### src/adcsc_pkg.sv
package adcsc_pkg;

	// Clock rate and timing figures
	localparam int CLK_PERIOD_NS = 50;
	localparam int DEEP_WAKE_NS = 1000;
	localparam int DEEP_WAKE_CYC = (DEEP_WAKE_NS + CLK_PERIOD_NS - 1) / CLK_PERIOD_NS;
	localparam int NAP_WAKE_CYC = 3;
	localparam int RST_READY_NS = 20;
	localparam int RST_READY_RAW = (RST_READY_NS + CLK_PERIOD_NS - 1) / CLK_PERIOD_NS;
	localparam int RST_READY_CYC = (RST_READY_RAW < 1) ? 1 : RST_READY_RAW;
	localparam int CONV_CYC = 16;

	// Access framing
	localparam int CMD_BITS = 12;
	localparam int APPLY_CNT = 12;
	localparam int FRAME_BITS = 16;
	localparam int RES_BITS = 12;
	localparam int DAC_BITS = 10;

	// Reset values
	localparam logic [9:0] DAC_RESET = 10'h3ff;

	// Feature page codes
	localparam logic [1:0] PAGE_PAIR0 = 2'h0;
	localparam logic [1:0] PAGE_FEAT = 2'h1;
	localparam logic [1:0] PAGE_RSVD = 2'h2;
	localparam logic [1:0] PAGE_PAIR1 = 2'h3;

	// Action codes
	localparam logic [2:0] ACT_DAC_WR = 3'h1;
	localparam logic [2:0] ACT_DAC_RD = 3'h3;
	localparam logic [2:0] ACT_RESET = 3'h5;

	// Command word, first bit shifted in is the top bit
	typedef struct packed {
		logic [1:0] mux_channel_select;
		logic [1:0] feature_page_select;
		logic deep_sleep_enable;
		logic nap_enable;
		logic auto_sleep_enable;
		logic ref_power_down;
		logic special_read;
		logic [2:0] action_code;
	} adcsc_cmd_t;

	localparam adcsc_cmd_t CMD_RESET = 12'h000;

	// Power states
	typedef enum logic [4:0] {
		PWR_RUN = 5'h01,
		PWR_DEEP = 5'h02,
		PWR_NAP = 5'h04,
		PWR_ANAP = 5'h08,
		PWR_WAKE = 5'h10
	} adcsc_pwr_t;

endpackage : adcsc_pkg

### src/adcsc_ctrl.sv
// What this block does
// Single-output pseudo mode: only out_a, b tristated
// Command mux bits steer the pseudo-differential multiplexer
// Host avoids pseudo mux in automatic modes
// Page 01 action 001 arms DAC write
// Write access: two zeros then 10-bit value
// Page 01 action 011 arms DAC read
// Read access sends 0000, DAC value, 00
// Read access ignores input; out_b keeps data
// DAC level resets to all ones
// Power-down starts at twelfth clock of access
// Power-down ends only by clearing enable
// Command register untouched by power-down
// Deep or nap entry aborts conversion
// Deep wake takes one microsecond
// Nap enters anytime; wakes after three clocks
// Auto-nap sleeps after conversion, trigger wakes
// Action 101 resets whole device at clock twelve
// Interface ready twenty nanoseconds after reset
// Page 01 features, 00/11 pairs, 10 reserved
// Features take effect at twelfth clock
// Other action codes do nothing
// Host sends command MSB first, stable
`timescale 1ns/10ps
`default_nettype none

module adcsc_ctrl (
	// Clock, reset and enable
	input wire logic clk,
	input wire logic rst_n,
	input wire logic clk_en,
	// Host pins
	input wire logic read_strobe,
	input wire logic conv_trigger,
	input wire logic serial_cmd_in,
	input wire logic channel_auto_select_pin,
	input wire logic single_output_pin,
	output logic serial_out_a,
	output logic serial_out_b,
	output logic serial_out_b_oe,
	// Converter core
	input wire logic [11:0] adc_result_a,
	input wire logic [11:0] adc_result_b,
	output logic conv_busy,
	output logic conv_abort,
	output logic [1:0] mux_select,
	output logic pair_select,
	output logic [9:0] reference_dac_level,
	output logic ref_power_down,
	output logic special_read,
	// Power control
	output logic analog_off,
	output logic bias_off,
	output logic powered_up
);

	// Action decode for the DAC arming path; soft reset checks the action code alone
	function automatic logic is_act(input adcsc_pkg::adcsc_cmd_t w, input logic [2:0] code);
		is_act = (w.feature_page_select == adcsc_pkg::PAGE_FEAT) && (w.action_code == code);
	endfunction : is_act

	adcsc_pkg::adcsc_cmd_t cmd_reg; // Serial command register
	adcsc_pkg::adcsc_cmd_t word_in; // Word complete at clock twelve
	adcsc_pkg::adcsc_pwr_t pwr_reg; // Power state
	logic [4:0] acc_cnt_reg; // Access clock count, zero when idle
	logic [10:0] sh_in_reg; // Incoming command bits
	logic [15:0] sh_a_reg; // Outgoing frame on out_a
	logic [15:0] sh_b_reg; // Outgoing frame on out_b
	logic dac_wr_arm_reg; // Next access carries DAC value
	logic dac_rd_arm_reg; // Next access returns DAC value
	logic rd_access_reg; // Current access is a DAC read
	logic wr_access_reg; // Current access is a DAC write
	logic soft_rst_reg; // One-cycle internal reset
	logic [1:0] hold_reg; // Interface holdoff after soft reset
	logic [4:0] conv_cnt_reg; // Conversion clock count
	logic [4:0] wake_cnt_reg; // Wake-up countdown
	logic wake_conv_reg; // Start conversion once awake
	logic [11:0] res_a_reg; // Latched channel A result
	logic [11:0] res_b_reg; // Latched channel B result
	logic alt_b_reg; // Single-output mode sends B next
	logic auto_pair_reg; // Pair chosen by automatic cycling
	logic apply; // Twelfth clock of an access
	logic strobe_ok; // Strobe accepted
	logic conv_end; // Last clock of a conversion
	logic conv_start; // Conversion begins
	logic sleep_hit; // Deep or nap entry this cycle

	// Combinational decode of the access and conversion events
	always_comb begin
		word_in = adcsc_pkg::adcsc_cmd_t'({sh_in_reg, serial_cmd_in});
		apply = (acc_cnt_reg == 5'(adcsc_pkg::APPLY_CNT));
		strobe_ok = read_strobe && (acc_cnt_reg == 5'h00) && (hold_reg == 2'h0);
		conv_end = conv_busy && (conv_cnt_reg == 5'(adcsc_pkg::CONV_CYC));
		conv_start = (conv_trigger && !conv_busy && (pwr_reg == adcsc_pkg::PWR_RUN))
			|| (wake_conv_reg && (pwr_reg == adcsc_pkg::PWR_WAKE) && (wake_cnt_reg == 5'h01));
		sleep_hit = (pwr_reg != adcsc_pkg::PWR_DEEP) && (pwr_reg != adcsc_pkg::PWR_NAP)
			&& (cmd_reg.deep_sleep_enable || cmd_reg.nap_enable);
	end

	// Soft reset pulse and interface holdoff
	always_ff @(posedge clk or negedge rst_n) begin
		if (!rst_n) begin
			soft_rst_reg <= 1'b0;
			hold_reg <= 2'h0;
		end else if (clk_en) begin
			if (apply && !wr_access_reg && !rd_access_reg
				&& (word_in.action_code == adcsc_pkg::ACT_RESET)) begin
				soft_rst_reg <= 1'b1;
			end else begin
				soft_rst_reg <= 1'b0;
			end
			if (soft_rst_reg) begin
				hold_reg <= 2'(adcsc_pkg::RST_READY_CYC);
			end else if (hold_reg != 2'h0) begin
				hold_reg <= hold_reg - 2'h1;
			end
		end
	end

	// Access clock counter and command shift-in
	always_ff @(posedge clk or negedge rst_n) begin
		if (!rst_n) begin
			acc_cnt_reg <= 5'h00;
			sh_in_reg <= 11'h000;
		end else if (clk_en) begin
			if (soft_rst_reg) begin
				acc_cnt_reg <= 5'h00;
				sh_in_reg <= 11'h000;
			end else begin
				if (strobe_ok) begin
					acc_cnt_reg <= 5'h01;
				end else if (acc_cnt_reg == 5'(adcsc_pkg::FRAME_BITS)) begin
					acc_cnt_reg <= 5'h00;
				end else if (acc_cnt_reg != 5'h00) begin
					acc_cnt_reg <= acc_cnt_reg + 5'h01;
				end
				if ((acc_cnt_reg != 5'h00) && (acc_cnt_reg < 5'(adcsc_pkg::APPLY_CNT))) begin
					sh_in_reg <= {sh_in_reg[9:0], serial_cmd_in};
				end
			end
		end
	end

	// Command register, written at clock twelve of a plain access and cleared by soft reset
	always_ff @(posedge clk or negedge rst_n) begin
		if (!rst_n) begin
			cmd_reg <= adcsc_pkg::CMD_RESET;
		end else if (clk_en) begin
			if (soft_rst_reg) begin
				cmd_reg <= adcsc_pkg::CMD_RESET;
			end else if (apply && !wr_access_reg && !rd_access_reg) begin
				// Power-down states never touch this register
				cmd_reg.mux_channel_select <= word_in.mux_channel_select;
				cmd_reg.feature_page_select <= word_in.feature_page_select;
				cmd_reg.action_code <= word_in.action_code;
				if (word_in.feature_page_select == adcsc_pkg::PAGE_FEAT) begin
					cmd_reg.deep_sleep_enable <= word_in.deep_sleep_enable;
					cmd_reg.nap_enable <= word_in.nap_enable;
					cmd_reg.auto_sleep_enable <= word_in.auto_sleep_enable;
					cmd_reg.ref_power_down <= word_in.ref_power_down;
					cmd_reg.special_read <= word_in.special_read;
				end
			end
		end
	end

	// DAC write/read arming, one-access flags and DAC register
	always_ff @(posedge clk or negedge rst_n) begin
		if (!rst_n) begin
			dac_wr_arm_reg <= 1'b0;
			dac_rd_arm_reg <= 1'b0;
			wr_access_reg <= 1'b0;
			rd_access_reg <= 1'b0;
			reference_dac_level <= adcsc_pkg::DAC_RESET;
		end else if (clk_en) begin
			if (soft_rst_reg) begin
				dac_wr_arm_reg <= 1'b0;
				dac_rd_arm_reg <= 1'b0;
				wr_access_reg <= 1'b0;
				rd_access_reg <= 1'b0;
				reference_dac_level <= adcsc_pkg::DAC_RESET;
			end else if (strobe_ok) begin
				// Armed flags become the kind of the new access
				wr_access_reg <= dac_wr_arm_reg;
				rd_access_reg <= dac_rd_arm_reg;
				dac_wr_arm_reg <= 1'b0;
				dac_rd_arm_reg <= 1'b0;
			end else if (apply) begin
				if (wr_access_reg) begin
					reference_dac_level <= word_in[9:0];
				end else if (!rd_access_reg) begin
					dac_wr_arm_reg <= is_act(word_in, adcsc_pkg::ACT_DAC_WR);
					dac_rd_arm_reg <= is_act(word_in, adcsc_pkg::ACT_DAC_RD);
				end
				wr_access_reg <= 1'b0;
				rd_access_reg <= 1'b0;
			end
		end
	end

	// Output frames, loaded on the strobe and shifted MSB first
	always_ff @(posedge clk or negedge rst_n) begin
		if (!rst_n) begin
			sh_a_reg <= 16'h0000;
			sh_b_reg <= 16'h0000;
			alt_b_reg <= 1'b0;
			serial_out_b_oe <= 1'b0;
		end else if (clk_en) begin
			serial_out_b_oe <= !single_output_pin;
			if (soft_rst_reg) begin
				sh_a_reg <= 16'h0000;
				sh_b_reg <= 16'h0000;
				alt_b_reg <= 1'b0;
			end else if (strobe_ok) begin
				sh_b_reg <= {2'h0, res_b_reg, 2'h0};
				if (dac_rd_arm_reg) begin
					sh_a_reg <= {4'h0, reference_dac_level, 2'h0};
				end else if (single_output_pin) begin
					// Both results leave on out_a, one per access
					sh_a_reg <= {1'b0, alt_b_reg, (alt_b_reg ? res_b_reg : res_a_reg), 2'h0};
					alt_b_reg <= !alt_b_reg;
				end else begin
					sh_a_reg <= {2'h0, res_a_reg, 2'h0};
				end
			end else if (acc_cnt_reg != 5'h00) begin
				sh_a_reg <= {sh_a_reg[14:0], 1'b0};
				sh_b_reg <= {sh_b_reg[14:0], 1'b0};
			end
		end
	end

	assign serial_out_a = sh_a_reg[15];
	assign serial_out_b = sh_b_reg[15];

	// Conversion sequencing and result capture
	always_ff @(posedge clk or negedge rst_n) begin
		if (!rst_n) begin
			conv_busy <= 1'b0;
			conv_cnt_reg <= 5'h00;
			conv_abort <= 1'b0;
			res_a_reg <= 12'h000;
			res_b_reg <= 12'h000;
			auto_pair_reg <= 1'b0;
		end else if (clk_en) begin
			conv_abort <= 1'b0;
			if (soft_rst_reg) begin
				conv_busy <= 1'b0;
				conv_cnt_reg <= 5'h00;
				res_a_reg <= 12'h000;
				res_b_reg <= 12'h000;
				auto_pair_reg <= 1'b0;
			end else if (sleep_hit) begin
				// Entering deep or nap kills the running conversion
				conv_abort <= conv_busy;
				conv_busy <= 1'b0;
				conv_cnt_reg <= 5'h00;
			end else if (conv_start) begin
				conv_busy <= 1'b1;
				conv_cnt_reg <= 5'h01;
			end else if (conv_end) begin
				conv_busy <= 1'b0;
				conv_cnt_reg <= 5'h00;
				res_a_reg <= adc_result_a;
				res_b_reg <= adc_result_b;
				if (channel_auto_select_pin) begin
					auto_pair_reg <= !auto_pair_reg;
				end
			end else if (conv_busy) begin
				conv_cnt_reg <= conv_cnt_reg + 5'h01;
			end
		end
	end

	// Power state machine
	always_ff @(posedge clk or negedge rst_n) begin
		if (!rst_n) begin
			pwr_reg <= adcsc_pkg::PWR_RUN;
			wake_cnt_reg <= 5'h00;
			wake_conv_reg <= 1'b0;
		end else if (clk_en) begin
			if (soft_rst_reg) begin
				pwr_reg <= adcsc_pkg::PWR_RUN;
				wake_cnt_reg <= 5'h00;
				wake_conv_reg <= 1'b0;
			end else begin
				case (pwr_reg)
					adcsc_pkg::PWR_RUN, adcsc_pkg::PWR_WAKE: begin
						if (cmd_reg.deep_sleep_enable) begin
							pwr_reg <= adcsc_pkg::PWR_DEEP;
							wake_conv_reg <= 1'b0;
						end else if (cmd_reg.nap_enable) begin
							pwr_reg <= adcsc_pkg::PWR_NAP;
							wake_conv_reg <= 1'b0;
						end else if (pwr_reg == adcsc_pkg::PWR_WAKE) begin
							if (wake_cnt_reg == 5'h01) begin
								pwr_reg <= adcsc_pkg::PWR_RUN;
								wake_conv_reg <= 1'b0;
							end
							wake_cnt_reg <= wake_cnt_reg - 5'h01;
						end else if (conv_end && cmd_reg.auto_sleep_enable) begin
							pwr_reg <= adcsc_pkg::PWR_ANAP;
						end
					end
					adcsc_pkg::PWR_DEEP: begin
						if (!cmd_reg.deep_sleep_enable) begin
							pwr_reg <= adcsc_pkg::PWR_WAKE;
							wake_cnt_reg <= 5'(adcsc_pkg::DEEP_WAKE_CYC);
						end
					end
					adcsc_pkg::PWR_NAP: begin
						if (cmd_reg.deep_sleep_enable) begin
							pwr_reg <= adcsc_pkg::PWR_DEEP;
						end else if (!cmd_reg.nap_enable) begin
							pwr_reg <= adcsc_pkg::PWR_WAKE;
							wake_cnt_reg <= 5'(adcsc_pkg::NAP_WAKE_CYC);
						end
					end
					adcsc_pkg::PWR_ANAP: begin
						if (cmd_reg.deep_sleep_enable) begin
							pwr_reg <= adcsc_pkg::PWR_DEEP;
						end else if (cmd_reg.nap_enable) begin
							pwr_reg <= adcsc_pkg::PWR_NAP;
						end else if (!cmd_reg.auto_sleep_enable) begin
							pwr_reg <= adcsc_pkg::PWR_RUN;
						end else if (conv_trigger) begin
							// Trigger wakes and starts once awake
							pwr_reg <= adcsc_pkg::PWR_WAKE;
							wake_cnt_reg <= 5'(adcsc_pkg::NAP_WAKE_CYC);
							wake_conv_reg <= 1'b1;
						end
					end
					default: begin
						pwr_reg <= adcsc_pkg::PWR_RUN;
					end
				endcase
			end
		end
	end

	// Analog control outputs
	always_ff @(posedge clk or negedge rst_n) begin
		if (!rst_n) begin
			analog_off <= 1'b0;
			bias_off <= 1'b0;
			powered_up <= 1'b0;
			mux_select <= 2'h0;
			pair_select <= 1'b0;
			ref_power_down <= 1'b0;
			special_read <= 1'b0;
		end else if (clk_en) begin
			analog_off <= (pwr_reg == adcsc_pkg::PWR_DEEP);
			bias_off <= (pwr_reg == adcsc_pkg::PWR_NAP) || (pwr_reg == adcsc_pkg::PWR_ANAP)
				|| (pwr_reg == adcsc_pkg::PWR_DEEP);
			powered_up <= (pwr_reg == adcsc_pkg::PWR_RUN) && !soft_rst_reg;
			mux_select <= cmd_reg.mux_channel_select;
			ref_power_down <= cmd_reg.ref_power_down;
			special_read <= cmd_reg.special_read;
			if (channel_auto_select_pin) begin
				pair_select <= auto_pair_reg;
			end else if (cmd_reg.feature_page_select == adcsc_pkg::PAGE_PAIR1) begin
				pair_select <= 1'b1;
			end else if (cmd_reg.feature_page_select == adcsc_pkg::PAGE_PAIR0) begin
				pair_select <= 1'b0;
			end
		end
	end

endmodule : adcsc_ctrl

`default_nettype wire

### config.mk
export PLATFORM = sky130hd
export DESIGN_NAME = adcsc_ctrl
export DESIGN_NICKNAME = d
export VERILOG_FILES = /design/src/adcsc_pkg.sv /design/src/adcsc_ctrl.sv
export SDC_FILE = /design/constraint.sdc
export NUM_CORES = 1
export LEC_CHECK = 0
export ABC_AREA = 1
export ABC_CLOCK_PERIOD_IN_PS = 2100
export BUFFER_PORTS_ARGS = -buffer_cell sky130_fd_sc_hd__buf_4
export CAP_MARGIN = 40
export CORE_UTILIZATION = 60
export DETAILED_ROUTE_END_ITERATION = 10
export HOLD_SLACK_MARGIN = 0.12
export PLACE_DENSITY = 0.79
export SKIP_CTS_REPAIR_TIMING = 1
export SKIP_LAST_GASP = 1
export SYNTH_ARGS = -nofsm -noshare
export SYNTH_HDL_FRONTEND = slang
export SYNTH_SLANG_ARGS = --single-unit
### constraint.sdc
create_clock -name clk -period 2.1 [get_ports clk]
set_input_delay 0.21 -clock clk [delete_from_list [all_inputs] [get_ports clk]]
set_output_delay 0.21 -clock clk [all_outputs]
set_load 0.02 [all_outputs]
Word level (Yosys, flattened, before mapping)
Cells that the tools add are included.
{"block": "op_classes", "n_mul": 0, "n_lt_le_gt_ge": 1, "div_mod_pow": 0, "eq_ne": 38, "shifts": 0, "n_mux": 107, "n_reduce_logical": 70, "add_sub_neg": 4, "n_bitwise": 0}
{"operator": "$mux 5", "n": 34}
{"operator": "$mux 12", "n": 11}
{"operator": "$mux 16", "n": 6}
{"operator": "$mux 1", "n": 43}
{"operator": "$mux 10", "n": 4}
{"operator": "$pmux 5 s4", "n": 2}
{"operator": "$mux 15", "n": 2}
{"operator": "$ne 3x3->1 const B", "n": 10}
{"operator": "$mux 11", "n": 2}
{"operator": "$reduce_bool 2->1", "n": 11}
{"operator": "$ne 6x6->1 const B", "n": 3}
{"operator": "$reduce_and 2->1", "n": 9}
{"operator": "$logic_and 1x1->1", "n": 17}
{"operator": "$reduce_and 4->1", "n": 4}
{"operator": "$eq 5x5->1 const B", "n": 3}
{"operator": "$reduce_bool 5->1", "n": 3}
{"operator": "$reduce_and 12->1", "n": 1}
{"operator": "$reduce_bool 3->1", "n": 4}
{"operator": "$add 5x1->5 const B", "n": 2}
{"operator": "$eq 5x1->1 const B", "n": 2}
{"operator": "$eq 5x4->1 const B", "n": 2}
{"operator": "$ne 5x5->1 const B", "n": 2}
{"operator": "$reduce_and 8->1", "n": 1}
{"operator": "$reduce_bool 4->1", "n": 2}
{"operator": "26 further kinds", "n": 40}
{"block": "word_totals", "out_inout_bits": 23, "latch_bits": 0, "word_cells": 256, "ram_bits": 0, "romBits": 0, "ff_bits": 127, "memories": 0}

Logic depth before layout (Yosys ltp)
{"block": "depth", "depth_word": 9, "depth_mapped": 11, "depth_no_buf": 11}

Worst setup path before layout
Ideal clock, no wire load.
{"block": "synth_timing", "path_kind": "register to register", "start": "reg conv_cnt_reg[0]", "end": "reg res_a_reg[3]", "path_stages_with_launch": 12, "required_time_ps": 1983, "t_arrival_ps": 1533, "n_path_buf": 2, "slack_ps": 450, "cell_sequence": "dfrtp_1 inv_1 ha_1 inv_1 nor3_1 nand3_2 nand2_2 nand2_2 buf_6 buf_8 nand2_2 o21ai_2"}
{"block": "synth_via", "elab_chain_len": 4}
{"element": "start: declaration", "line_no": "adcsc_ctrl.sv:75", "source": "logic [4:0] conv_cnt_reg;"}
{"element": "start signal: assignment", "line_no": "adcsc_ctrl.sv:269", "source": "conv_cnt_reg <= conv_cnt_reg + 5'h01;"}
{"element": "$eq 5x5->1", "line_no": "adcsc_ctrl.sv:93", "source": "conv_end = conv_busy && (conv_cnt_reg == 5'(adcsc_pkg::CONV_CYC));"}
{"element": "$logic_and 1x1->1", "line_no": "adcsc_ctrl.sv:93"}
{"element": "$reduce_bool 2->1 (no line)"}
{"element": "$reduce_and 4->1 (no line)"}
{"element": "end signal: assignment", "line_no": "adcsc_ctrl.sv:263", "source": "res_a_reg <= adc_result_a;"}
{"element": "end: declaration", "line_no": "adcsc_ctrl.sv:78", "source": "logic [11:0] res_a_reg;"}
Every way passes these cells.
A chain may end at the register's enable or synchronous reset.

Worst setup path in the final report
{"block": "layout_timing", "start": "reg acc_cnt_reg[0]", "end": "reg cmd_reg[5] in the netlist's numbering"}
{"block": "layout_via", "elab_chain_len": 5}
{"element": "start: declaration", "line_no": "adcsc_ctrl.sv:65", "source": "logic [4:0] acc_cnt_reg;"}
{"element": "start signal: assignment", "line_no": "adcsc_ctrl.sv:135", "source": "acc_cnt_reg <= acc_cnt_reg + 5'h01;"}
{"element": "$eq 5x4->1", "line_no": "adcsc_ctrl.sv:91", "source": "apply = (acc_cnt_reg == 5'(adcsc_pkg::APPLY_CNT));"}
{"element": "$logic_and 1x1->1 (2 in a row)", "line_no": "adcsc_ctrl.sv:151", "source": "end else if (apply && !wr_access_reg && !rd_access_reg) begin"}
{"element": "$reduce_bool 2->1 (no line)"}
{"element": "$reduce_and 3->1 (no line)"}
{"element": "end signal: assignment", "line_no": "adcsc_ctrl.sv:147", "source": "cmd_reg <= adcsc_pkg::CMD_RESET;"}
{"element": "end signal: assignment", "line_no": "adcsc_ctrl.sv:150", "source": "cmd_reg <= adcsc_pkg::CMD_RESET;"}
{"element": "end: declaration", "line_no": "adcsc_ctrl.sv:62", "source": "adcsc_pkg::adcsc_cmd_t cmd_reg;"}
Every way passes these cells.

==> impl_metrics.env <==
export IMPL_r2r_end="cmd_reg[5]$_DFFE_PN0P_"
export IMPL_via_per_inst=5.68
export IMPL_finalPower_uw=10100
export IMPL_slew_viol_final=0
export IMPL_cts_htree_levels=4
export IMPL_hold_path_startpoint="read_strobe"
export IMPL_reg2regPathDepth=9
export IMPL_ys_warn_count=0
export IMPL_cts_root_buffer="clkbuf_8"
export IMPL_cts_tree="done"
export IMPL_syn_inst=811
export IMPL_worstHoldPathCells=4
export IMPL_finalCritPeriodShare_pct=95.6
export IMPL_power_density_nw_per_um2=1280
export IMPL_regToRegStartpoint="acc_cnt_reg[0]$_DFFE_PN0P_"
export IMPL_dieArea_sq_um=11100
export IMPL_final_util_pct=76.4
export IMPL_dieWidth_um=105
export IMPL_hold_class="primary input to register"
export IMPL_endpoint="cmd_reg[5]$_DFFE_PN0P_"
export IMPL_end_kind="register"
export IMPL_finalSetupViolCount=0
export IMPL_insertion_delay_ns=0.54
export IMPL_wl_per_cell_um=16.2
export IMPL_final_nets=932
export IMPL_synth_cell_type_count=38
export IMPL_power_leakage_uw=0.00387
export IMPL_period_needed_ns=2.01
export IMPL_drc=0
export IMPL_hpwl_um=10800
export IMPL_power_frac_clock_pct=31.7
export IMPL_cp_required_ns=2.51
export IMPL_clk_path_buf_depth=2
export IMPL_grt_max_degree=51
export IMPL_place_inst=981
export IMPL_portBuffers=54
export IMPL_r2r_setup_slack_ns=0.09
export IMPL_p_int_uw=6420
export IMPL_grt_usage_pct=31.6
export IMPL_status="finished clean"
export IMPL_core_area_sq_um=10300
export IMPL_grt_pass1_wl_um=27400
export IMPL_clock_sinks=123
export IMPL_dieHeight_um=105
export IMPL_wl_um=16900
export IMPL_tightest_slew_ns=0.602
export IMPL_syn_area_sq_um=6400
export IMPL_fin_ws_ns=0.0918
export IMPL_drt_iter0_drc=524
export IMPL_synth_most_common_cell="nand2_1"
export IMPL_critical_path_startpoint="acc_cnt_reg[0]$_DFFE_PN0P_"
export IMPL_netSwitchingPower_uw=3690
export IMPL_grt_pass1_vias=5785
export IMPL_yosys_area_top_type_share_pct=43.8
export IMPL_crit_type="register to register"
export IMPL_cap_violations=0
export IMPL_fmax_mhz=498
export IMPL_drive_gt1_share_pct=17.8
export IMPL_combPwrFrac_pct=32.4
export IMPL_synthArstFlopShare_pct=100
export IMPL_numCtsBuffers=17
export IMPL_start_util_pct=62.0
export IMPL_io_pins=55
export IMPL_syn_to_final_growth_pct=23.3
export IMPL_antenna_found_initial=0
export IMPL_yosys_top_cells_count="nand2_1, dfrtp_1, inv_1"
export IMPL_start_kind="register"
export IMPL_first_pass_iters=5
export IMPL_gp_congestion=0.909
export IMPL_syn_avg_cell_area_sq_um=7.89
export IMPL_fin_cells=1042
export IMPL_synth_fp_nets=850
export IMPL_seqPwrFrac_pct=35.9
export IMPL_dr_total_vias=5922
export IMPL_slew_headroom_pct=59.8
export IMPL_seq_area_frac_synth_pct=48.3
export IMPL_skew_ns=0.00692
export IMPL_synth_seq_cells=123
export IMPL_swShare_pct=36.5
export IMPL_clkTransAtPathRegs_ns=0.06
export IMPL_netlist_top_cells_area="dfrtp_1, nand2_1, o21ai_0, inv_1, dfstp_2"
export IMPL_rows=37
export IMPL_postRouteAntennaNets=0
export IMPL_diodes=0
export IMPL_finalHoldViolCount=0
export IMPL_cp_arrival_ns=2.41
export IMPL_pre_cts_ws_ns=0.149
export IMPL_synth_area_leader_cell="dfrtp_1"
export IMPL_synth_ff_type="dfrtp_1"
export IMPL_vdd_ir_drop_worst_uv=1040
export IMPL_critPathMaxFanout=10
export IMPL_synth_edf_count=0
export IMPL_overflow=0
[final cells by class]
cell class / count / area [sq um]
Timing Repair Buffer: 97 / 855
Sequential cell: 123 / 3090
Clock inverter: 12 / 193
Tap cell: 136 / 170
Inverter: 88 / 330
Fill cell: 702 / 2440
Clock buffer: 20 / 455
Multi-Input combinational cell: 566 / 2790
[power by group through the flow]
stage	registers, uW	clock network, uW	logic [uW]
after floorplan	3670	0	2110
after detailed placement	3640	0	3120
after global placement	3610	0	3000
after CTS	3610	3230	3180
final	3630	3210	3270
after global routing	3690	3330	3690
[how the worst min path moves through the flow]
stage	end
final	dac_wr_arm_reg$_DFFE_PN0P_
after CTS	res_b_reg[3]$_DFFE_PN0P_
after detailed placement	sh_b_reg[5]$_DFFE_PN0P_
after floorplan	acc_cnt_reg[0]$_DFFE_PN0P_
after global routing	dac_wr_arm_reg$_DFFE_PN0P_
after global placement	res_b_reg[3]$_DFFE_PN0P_
[per-layer routing]
layer | GRT usage, % | up-vias | part of all wire [%]
met3 | 7.05 | 58 | 6.3
met5 | 0 | - | 0
met2 | 50.6 | 235 | 49
li1 | - | 2797 | -
met1 | 41.7 | 2832 | 42
met4 | 13.4 | 0 | 3.1
[stage by stage]
step | hold slack, ns | TNS (ns) | instance area (sq um)
floorplan | -0.0856 | 0 | 6400
global placement | 0.188 | 0 | 6940
detailed placement | 0.189 | 0 | 6940
CTS | -0.371 | 0 | 7590
global route | 0.130 | -0.0144 | 7890
finish | 0.100 | 0 | 7890
[placed cells by master (no fill, tap or decap), types with 6 or more instances in the layout]
master and count:
clkbuf_16 16, nor2_1 70, nand2_1 221, a21oi_1 14
nand2_2 10, inv_1 83, dlygate4sd3_1 29, dfstp_2 11
o21ai_0 68, a31oi_1 20, xor2_1 6, buf_4 63
nand4_1 10, nand3_1 52, dfrtp_1 112, ha_1 7
o21ai_1 35, o21ai_2 12
[critical path, cell delays in order, from the launching register on]
cell and delay [ns]:
dfrtp_1 0.41, inv_1 0.11, ha_1 0.19, inv_1 0.06
nor3_2 0.27, nand3_1 0.25, nand2_2 0.22, o21ai_2 0.18
nor2_1 0.14, a21oi_1 0.05
[logic make-up after synthesis]
family,synth area share (%)
AO/OA/AOI/OAI,13.8
XOR/XNOR,1.10
adder cells (fa/ha/maj),1.37
buffers and inverters,8.12
flip-flops,48.3
AND/OR/NAND/NOR,27.3
Note: power is estimated with default switching activity, not from simulation.
